## src/core/tcp_pkg.sv

```systemverilog
// Constants, field layouts and carrier types for the 8-bit timer/counter with its shared prescaler.
// Assumes a 100 MHz oscillator clock from which four internal phases make one instruction cycle.
package tcp_pkg;

  // ==========================================================================
  // Register indices and byte addresses
  // ==========================================================================
  localparam logic [7:0] TCP_IDX_COUNT   = 8'h01;
  localparam logic [7:0] TCP_IDX_INTCTL  = 8'h0b;
  localparam logic [7:0] TCP_IDX_OPTION  = 8'h81;
  localparam int         TCP_ADDR_W      = 10;

  // ==========================================================================
  // Field positions and reset values
  // ==========================================================================
  localparam int         TCP_INT_OVF_EN  = 5;
  localparam int         TCP_INT_EXT_EN  = 4;
  localparam int         TCP_INT_OVF_FLG = 2;
  localparam int         TCP_INT_EXT_FLG = 1;
  localparam logic [7:0] TCP_RST_COUNT   = 8'h00;
  localparam logic [7:0] TCP_RST_INTCTL  = 8'h00;
  localparam logic [7:0] TCP_RST_OPTION  = 8'hff;

  // ==========================================================================
  // Timing
  // ==========================================================================
  localparam int         TCP_CLK_PERIOD_NS = 10;
  localparam int         TCP_PHASES        = 4;
  localparam logic [1:0] TCP_PH_Q2         = 2'h1;
  localparam logic [1:0] TCP_PH_Q4         = 2'h3;
  localparam logic [1:0] TCP_WR_INHIBIT_IC = 2'h2;
  localparam int         TCP_EXT_MIN_NS    = 2 * TCP_CLK_PERIOD_NS;
  localparam int         TCP_EXT_MIN_CYC   = (TCP_EXT_MIN_NS + TCP_CLK_PERIOD_NS - 1) / TCP_CLK_PERIOD_NS;

  // ==========================================================================
  // Carrier types
  // ==========================================================================
  typedef struct packed {
    logic       pullup_global_disable;
    logic       ext_irq_edge;
    logic       count_source_sel;
    logic       count_edge_sel;
    logic       prescaler_assign;
    logic [2:0] prescale_rate;
  } tcp_option_s;

  // Mask of low prescaler bits that must be all ones for one divided tick.
  function automatic logic [7:0] tcp_rate_mask(input logic [2:0] rate, input logic to_watchdog);
    logic [3:0] sh;
    logic [8:0] m;
    sh = to_watchdog ? {1'b0, rate} : ({1'b0, rate} + 4'h1);
    m  = (9'h001 << sh) - 9'h001;
    return m[7:0];
  endfunction : tcp_rate_mask

  function automatic logic [TCP_ADDR_W-1:0] tcp_addr_of(input logic [7:0] idx);
    return {idx, 2'b00};
  endfunction : tcp_addr_of

endpackage : tcp_pkg

```

## src/core/tcp_pin_sync.sv

```systemverilog
// Three-stage synchroniser with agreement filter for a pin input.
// Assumes the pin is asynchronous to sys_clk_i.
`timescale 1ns/1ps
module tcp_pin_sync
  import tcp_pkg::*;
(
  input  wire logic sys_clk_i,
  input  wire logic rst_i,
  input  wire logic pin_i,
  output logic      level_o
);

  // ==========================================================================
  // Stages
  // ==========================================================================
  logic s1_r;
  logic s2_r;
  logic s3_r;
  logic level_r;

  // The first stage is seen only by the second; the level moves once stages two and three agree.
  always_ff @(posedge sys_clk_i or posedge rst_i) begin
    if (rst_i) begin
      s1_r    <= 1'b0;
      s2_r    <= 1'b0;
      s3_r    <= 1'b0;
      level_r <= 1'b0;
    end else begin
      s1_r <= pin_i;
      s2_r <= s1_r;
      s3_r <= s2_r;
      if (s2_r == s3_r) begin
        level_r <= s3_r;
      end
    end
  end

  assign level_o = level_r;

endmodule : tcp_pin_sync

```

## src/core/tcp_timer.sv

```systemverilog
// Timer/counter with shared prescaler, reached over an Avalon-MM slave with waitrequest.
// Assumes the processor core supplies sleep and watchdog-clear strobes and the watchdog core its raw tick.
//
// Decided for this implementation: register access over Avalon-MM.
`timescale 1ns/1ps
module tcp_timer
  import tcp_pkg::*;
(
  input  wire logic                  sys_clk_i,
  input  wire logic                  rst_i,
  input  wire logic [TCP_ADDR_W-1:0] avs_address_i,
  input  wire logic                  avs_read_i,
  input  wire logic                  avs_write_i,
  input  wire logic [31:0]           avs_writedata_i,
  input  wire logic [3:0]            avs_byteenable_i,
  output logic [31:0]                avs_readdata_o,
  output logic                       avs_waitrequest_o,
  input  wire logic                  ext_count_input_i,
  input  wire logic                  sleep_i,
  input  wire logic                  watchdog_clear_instr_i,
  input  wire logic                  wdt_tick_i,
  input  wire logic [5:0]            pullup_pin_en_i,
  output logic [5:0]                 pullup_en_o,
  output logic                       timer_irq_o,
  output logic                       ext_irq_event_o,
  output logic                       wdt_post_tick_o,
  output logic                       wdt_clear_o
);

  // ==========================================================================
  // State
  // ==========================================================================
  logic [7:0]  count_r;
  logic [7:0]  count_nxt;
  logic [7:0]  intctl_r;
  logic [7:0]  intctl_nxt;
  tcp_option_s opt_r;
  tcp_option_s opt_nxt;
  logic [7:0]  psc_r;
  logic [7:0]  psc_nxt;
  logic [1:0]  phase_r;
  logic [1:0]  inhibit_r;
  logic [1:0]  inhibit_nxt;
  logic        pending_r;
  logic        pending_nxt;
  logic        pin_prev_r;
  logic        ack_r;
  logic [31:0] rdata_r;
  logic [5:0]  pullup_r;
  logic        ext_evt_r;
  logic        post_tick_r;
  logic        wdt_clr_r;

  // ==========================================================================
  // Pin synchroniser
  // ==========================================================================
  logic pin_level;

  tcp_pin_sync u_pin_sync (
    .sys_clk_i (sys_clk_i),
    .rst_i     (rst_i),
    .pin_i     (ext_count_input_i),
    .level_o   (pin_level)
  );

  // ==========================================================================
  // Bus decode
  // ==========================================================================
  wire       bus_req    = avs_read_i | avs_write_i;
  wire       bus_fire   = bus_req & ack_r;
  wire       lane0      = avs_byteenable_i[0];
  wire       hit_count  = (avs_address_i == tcp_addr_of(TCP_IDX_COUNT));
  wire       hit_intctl = (avs_address_i == tcp_addr_of(TCP_IDX_INTCTL));
  wire       hit_option = (avs_address_i == tcp_addr_of(TCP_IDX_OPTION));
  wire       wr_fire    = bus_fire & avs_write_i & lane0;
  wire       wr_count   = wr_fire & hit_count;
  wire       wr_intctl  = wr_fire & hit_intctl;
  wire       wr_option  = wr_fire & hit_option;
  wire [7:0] wbyte      = avs_writedata_i[7:0];
  wire [7:0] rd_sel;

  assign rd_sel = hit_count  ? count_r :
                  hit_intctl ? intctl_r :
                  hit_option ? opt_r :
                  8'h00;

  // One wait cycle per access; unmapped addresses read zero and ignore writes.
  assign avs_waitrequest_o = bus_req & ~ack_r;
  assign avs_readdata_o    = rdata_r;

  // ==========================================================================
  // Phase clocks and count sources
  // ==========================================================================
  wire       icyc_tick   = (phase_r == TCP_PH_Q4);
  wire       sample_ph   = (phase_r == TCP_PH_Q2) | (phase_r == TCP_PH_Q4);
  wire       pin_rise    = pin_level & ~pin_prev_r;
  wire       pin_fall    = ~pin_level & pin_prev_r;
  wire       ext_edge    = opt_r.count_edge_sel ? pin_fall : pin_rise;
  wire       src_evt     = opt_r.count_source_sel ? ext_edge : icyc_tick;
  wire       to_wdt      = opt_r.prescaler_assign;
  wire [7:0] rate_mask   = tcp_rate_mask(opt_r.prescale_rate, to_wdt);
  wire       psc_full    = ((psc_r & rate_mask) == rate_mask);
  wire       timer_run   = ~sleep_i;
  wire       psc_in_evt  = to_wdt ? wdt_tick_i : (src_evt & timer_run);
  wire       timer_evt   = to_wdt ? (src_evt & timer_run) :
                                    (psc_in_evt & psc_full);
  wire       do_inc      = pending_r & sample_ph & timer_run & (inhibit_r == 2'h0);
  wire       wrap        = do_inc & (count_r == 8'hff);
  wire       int_rise    = pin_rise & opt_r.ext_irq_edge;
  wire       int_fall    = pin_fall & ~opt_r.ext_irq_edge;
  wire       ext_int_evt = int_rise | int_fall;
  wire       psc_clear   = (wr_count & ~to_wdt) |
                           (watchdog_clear_instr_i & to_wdt);

  // ==========================================================================
  // Next-state logic
  // ==========================================================================
  always_comb begin
    count_nxt = count_r;
    if (wr_count) begin
      count_nxt = wbyte;
    end else if (do_inc) begin
      count_nxt = count_r + 8'h01;
    end
  end

  // Hardware sets win over a software write in the same cycle; the flag is never cleared by hardware.
  always_comb begin
    intctl_nxt = wr_intctl ? wbyte : intctl_r;
    if (wrap) begin
      intctl_nxt[TCP_INT_OVF_FLG] = 1'b1;
    end
    if (ext_int_evt) begin
      intctl_nxt[TCP_INT_EXT_FLG] = 1'b1;
    end
  end

  assign opt_nxt = wr_option ? tcp_option_s'(wbyte) : opt_r;

  // The divider cannot be read or loaded; it only counts and clears.
  always_comb begin
    psc_nxt = psc_r;
    if (psc_clear) begin
      psc_nxt = 8'h00;
    end else if (psc_in_evt) begin
      psc_nxt = psc_r + 8'h01;
    end
  end

  // Inhibit counts down on instruction-cycle boundaries after a count write.
  always_comb begin
    inhibit_nxt = inhibit_r;
    if (wr_count) begin
      inhibit_nxt = TCP_WR_INHIBIT_IC;
    end else if (icyc_tick && inhibit_r != 2'h0) begin
      inhibit_nxt = inhibit_r - 2'h1;
    end
  end

  // An event waits for the next phase-two or phase-four sample; a count write discards it.
  always_comb begin
    pending_nxt = pending_r;
    if (wr_count) begin
      pending_nxt = 1'b0;
    end else if (timer_evt) begin
      pending_nxt = 1'b1;
    end else if (sample_ph) begin
      pending_nxt = 1'b0;
    end
  end

  // ==========================================================================
  // Registers
  // ==========================================================================
  always_ff @(posedge sys_clk_i or posedge rst_i) begin
    if (rst_i) begin
      count_r    <= TCP_RST_COUNT;
      intctl_r   <= TCP_RST_INTCTL;
      opt_r      <= tcp_option_s'(TCP_RST_OPTION);
      psc_r      <= 8'h00;
      inhibit_r  <= 2'h0;
      pending_r  <= 1'b0;
    end else begin
      count_r    <= count_nxt;
      intctl_r   <= intctl_nxt;
      opt_r      <= opt_nxt;
      psc_r      <= psc_nxt;
      inhibit_r  <= inhibit_nxt;
      pending_r  <= pending_nxt;
    end
  end

  // Phase counter stops in sleep; a phase held at phase four keeps the instruction-cycle tick high, so timer_run gates the count sources.
  always_ff @(posedge sys_clk_i or posedge rst_i) begin
    if (rst_i) begin
      phase_r    <= 2'h0;
      pin_prev_r <= 1'b0;
    end else begin
      phase_r    <= timer_run ? (phase_r + 2'h1) : phase_r;
      pin_prev_r <= pin_level;
    end
  end

  always_ff @(posedge sys_clk_i or posedge rst_i) begin
    if (rst_i) begin
      ack_r   <= 1'b0;
      rdata_r <= 32'h0000_0000;
    end else begin
      ack_r   <= bus_req & ~ack_r;
      rdata_r <= (bus_req & ~ack_r) ? {24'h00_0000, rd_sel} : rdata_r;
    end
  end

  always_ff @(posedge sys_clk_i or posedge rst_i) begin
    if (rst_i) begin
      pullup_r    <= 6'h00;
      ext_evt_r   <= 1'b0;
      post_tick_r <= 1'b0;
      wdt_clr_r   <= 1'b0;
    end else begin
      pullup_r    <= opt_r.pullup_global_disable ? 6'h00 : pullup_pin_en_i;
      ext_evt_r   <= ext_int_evt;
      post_tick_r <= to_wdt & wdt_tick_i & psc_full;
      wdt_clr_r   <= watchdog_clear_instr_i;
    end
  end

  // ==========================================================================
  // Outputs
  // ==========================================================================
  assign timer_irq_o     = intctl_r[TCP_INT_OVF_FLG] & intctl_r[TCP_INT_OVF_EN];
  assign pullup_en_o     = pullup_r;
  assign ext_irq_event_o = ext_evt_r;
  assign wdt_post_tick_o = post_tick_r;
  assign wdt_clear_o     = wdt_clr_r;

endmodule : tcp_timer

```

## config.mk

```make
export PLATFORM = sky130hd
export DESIGN_NAME = tcp_timer
export DESIGN_NICKNAME = d
export VERILOG_FILES = /design/src/core/tcp_pkg.sv /design/src/core/tcp_pin_sync.sv /design/src/core/tcp_timer.sv
export SDC_FILE = /design/constraint.sdc
export NUM_CORES = 1
export LEC_CHECK = 0
export ABC_AREA = 1
export BUFFER_PORTS_ARGS = -buffer_cell sky130_fd_sc_hd__buf_2
export CAP_MARGIN = 10
export CORE_MARGIN = 8
export CORE_UTILIZATION = 57
export CTS_BUF_LIST = sky130_fd_sc_hd__clkbuf_8
export DETAILED_ROUTE_END_ITERATION = 10
export PLACE_DENSITY = 0.88
export SYNTH_ARGS = -nofsm -noshare
export SYNTH_HDL_FRONTEND = slang
export SYNTH_SLANG_ARGS = --single-unit
```

## constraint.sdc

```tcl
create_clock -name sys_clk_i -period 5.9 [get_ports sys_clk_i]
set_clock_uncertainty 0.2 [all_clocks]
set_input_delay 0.59 -clock sys_clk_i [delete_from_list [all_inputs] [get_ports sys_clk_i]]
set_output_delay 0.59 -clock sys_clk_i [all_outputs]
set_load 0.01 [all_outputs]
```

==> results.sh <==
export IMPL_min_period_over_period_pct=43.7
export IMPL_cts_sinks=60
export IMPL_wl_mm=7.10
export IMPL_ctsRootBufferMaster="clkbuf_8"
export IMPL_final_cell_area_um2=3730
export IMPL_synth_largest_area_cell="dfrtp_1"
export IMPL_p_total_mw=1.19
export IMPL_num_vias=2712
export IMPL_cp_end_kind="flip-flop"
export IMPL_r2r_start="opt_r[0]$_DFFE_PP1P_"
export IMPL_cts_post_setup_buffers_inserted=0
export IMPL_antenna_found_initial=0
export IMPL_critPathSlowestCell="dfstp_2"
export IMPL_fp_dieH_um=92.2
export IMPL_maxSlewHeadroom_pct=46.3
export IMPL_cp_cell_sequence="ha_1 > nand2_1 > nand2_1 > inv_1 > nand2_1 > inv_1 > nand2_1 > ha_1 > o22ai_1 > a21oi_1 > nand2_1 > nor2_1 > nand2_1 > nand2_1 > nand2_1 > a21oi_1"
export IMPL_grt_pass1_wl_mm=12.1
export IMPL_boundaryPins=103
export IMPL_clk_pin_slew_ns=0.07
export IMPL_cp_data_required_time_ns=5.97
export IMPL_synth_area_leaders="dfrtp_1 (39%), nand2_1 (9.4%), dfstp_2 (6.3%)"
export IMPL_drt_pass1_iterations=5
export IMPL_cts_tree="yes"
export IMPL_drv_slew=0
export IMPL_via_per_inst=5.22
export IMPL_cp_top_family="simple AND/OR/NAND/NOR gates"
export IMPL_numCtsBuffers=9
export IMPL_fmax_ghz=0.388
export IMPL_worst_path_buf_inv=2
export IMPL_worst_pin_slew_ns=0.799
export IMPL_grt_ovfl_total=0
export IMPL_path_common_cell="nand2_1"
export IMPL_switching_share_pct=31.7
export IMPL_cts_max_level=3
export IMPL_hold_depth=0
export IMPL_p_int_mw=0.812
export IMPL_synth_commonest_cells="nand2_1 (83), inv_1 (56), dfrtp_1 (52), nor2_1 (28), buf_4 (24)"
export IMPL_syn_area_um2=3310
export IMPL_placed_area_um2=3510
export IMPL_synth_edf_count=0
export IMPL_critPathMaxFanout=7
export IMPL_gp_congestion=0.952
export IMPL_drive_gt1_share_pct=23.4
export IMPL_detailed_place_hpwl_mm=5.23
export IMPL_p_switching_mw=0.376
export IMPL_hp_start="u_pin_sync.s1_r$_DFF_PP0_"
export IMPL_worstRegToRegCells=16
export IMPL_crit_type="flip-flop to flip-flop"
export IMPL_p_leak_nw=2.00
export IMPL_grt_max_degree=61
export IMPL_post_synth_top_count_cell="nand2_1"
export IMPL_rrSetupSlack_ns=3.32
export IMPL_rows=27
export IMPL_comb_power_share_pct=21.4
export IMPL_port_buffers=51
export IMPL_nets=510
export IMPL_syn_mean_instance_area_um2=8.53
export IMPL_syn_inst=388
export IMPL_synthDistinctLibCells=42
export IMPL_wl_per_cell_um=13.6
export IMPL_hold_path_endpoint="u_pin_sync.s2_r$_DFF_PP0_"
export IMPL_clock_latency_ns=0.34
export IMPL_rsz0062_at_grt="no"
export IMPL_n_antenna_cell=0
export IMPL_fin_setup_tns_ns=0
export IMPL_setup_viol=0
export IMPL_hold_buffers=0
export IMPL_drtAntennaViolNets=0
export IMPL_max_stage_delay_ns=0.61
export IMPL_track_usage_pct=17.6
export IMPL_initial_utilization_pct=59.4
export IMPL_peakVddDrop_uv=218
export IMPL_fp_dieW_um=92.2
export IMPL_drt_iter0_drc=159
export IMPL_die_area_um2=8500
export IMPL_area_growth_pct=12.5
export IMPL_clkPwrFrac_pct=33.9
export IMPL_core_area_um2=5570
export IMPL_cp_data_arrival_time_ns=2.64
export IMPL_hold_class="flip-flop to flip-flop"
export IMPL_cap_violations=0
export IMPL_grt_pass1_vias=2660
export IMPL_synth_main_ff_cell="dfrtp_1"
export IMPL_p_seq_share_pct=44.7
export IMPL_regToRegEndpoint="pending_r$_DFFE_PP0P_"
export IMPL_clock_path_buffers=2
export IMPL_cts_resized=0
export IMPL_synth_seq_cells=60
export IMPL_synth_top_area_share_pct=39.3
export IMPL_status="complete, no violations"
export IMPL_seq_area_frac_synth_pct=45.7
export IMPL_startpoint_type="flip-flop"
export IMPL_hold_viol=0
export IMPL_synthArstFlopShare_pct=100
export IMPL_route_detailed_drc=0
export IMPL_powerDensity_nw_per_um2=319
export IMPL_period_minus_slack_ns=2.58
export IMPL_yosysWarningCount=0
==> registers in the layout, indices dropped and copies added, names as in the netlist <==
| name | flops |
|---|---|
| avs_readdata_o | 8 |
| count_r | 8 |
| intctl_r | 8 |
| psc_r | 8 |
| opt_r | 7 |
| pullup_en_o | 6 |
| inhibit_r | 2 |
| phase_r | 2 |
| ack_r | 1 |
| ext_irq_event_o | 1 |
| pending_r | 1 |
| pin_prev_r | 1 |
| to_wdt | 1 |
| u_pin_sync.level_o | 1 |
| u_pin_sync.s1_r | 1 |
| u_pin_sync.s2_r | 1 |
| u_pin_sync.s3_r | 1 |
| wdt_clear_o | 1 |
| wdt_post_tick_o | 1 |
==> metal layers <==
layer | GRT usage, % | part of all wire [%] | wire [um] | up-vias
li1 | - | - | - | 1316
met1 | 20.4 | 39 | 2740 | 1261
met2 | 29.8 | 51 | 3600 | 117
met3 | 4.24 | 8.1 | 577 | 18
met4 | 8.86 | 2.6 | 183 | 0
met5 | 0 | 0 | 0 | -
==> per-stage QoR <==
stage	util, %	hold slack (ns)	std cells	setup WS [ns]
after floorplan	-	0.131	411	3.64
after CTS	66.8	0.148	520	3.36
final	66.8	0.153	520	3.32
after detailed placement	63.0	0.140	504	3.36
after global routing	66.8	0.146	520	3.13
after global placement	63.0	0.135	504	3.46
==> worst max path at each step <==
stage | startpoint | to | slack [ns] | cells after the start
final | opt_r[0]$_DFFE_PP1P_ | pending_r$_DFFE_PP0P_ | 3.32 | 16
after global routing | opt_r[0]$_DFFE_PP1P_ | pending_r$_DFFE_PP0P_ | 3.13 | 16
after CTS | opt_r[0]$_DFFE_PP1P_ | pending_r$_DFFE_PP0P_ | 3.36 | 16
after detailed placement | opt_r[0]$_DFFE_PP1P_ | pending_r$_DFFE_PP0P_ | 3.36 | 16
after global placement | opt_r[0]$_DFFE_PP1P_ | pending_r$_DFFE_PP0P_ | 3.46 | 16
after floorplan | rst_i | ack_r$_DFF_PP0_ | 3.64 | 1
==> final cells by class <==
cell class,count,area [um^2]
Inverter,58,223
Sequential cell,60,1510
Fill cell,448,1850
Clock inverter,7,91.3
Timing Repair Buffer,52,263
Multi-Input combinational cell,262,1420
Tap cell,72,90.1
Clock buffer,9,124
==> power by group through the flow <==
stage	Sequential, mW	Clock [mW]	Combinational (mW)
4_1_cts	0.530	0.409	0.255
2_1_floorplan	0.524	0	0.204
3_3_place_gp	0.533	0	0.238
6_report	0.531	0.402	0.255
3_5_place_dp	0.536	0	0.252
5_1_grt	0.538	0.429	0.298
==> cell families (layout without fill, tap and decap cells) <==
kind of cell             Yosys count  count (layout)  share of synthesized area [%]
AND/OR/NAND/NOR                  156             156                           21.0
multiplexers                       7               7                           2.38
buffers and inverters             89             126                           13.9
adder cells (fa/ha/maj)            8               8                           2.95
other                              1              24                          0.113
XOR/XNOR                          11              11                           2.91
flip-flops                        60              60                           45.7
AO/OA/AOI/OAI                     56              56                           11.0
==> cell usage in the layout, fill, tap and decap left out, types with 2 or more instances in the layout <==
cell type  count
nand2_1       83
inv_1         55
dfrtp_1       52
buf_2         51
nor2_1        28
conb_1        24
nand3_1       23
o21ai_0       21
o21ai_2        9
xor2_1         9
clkbuf_8       9
o221ai_1       8
dfstp_2        8
a21oi_1        7
mux2_2         7
ha_1           7
nor3_1         5
o211ai_1       5
nand2_2        3
clkinv_2       3
nor2_4         2
inv_2          2
xnor2_1        2
nand4_1        2
nor4_1         2
o21ai_1        2
bufinv_16      2
Note: power is estimated with default switching activity, not from simulation.
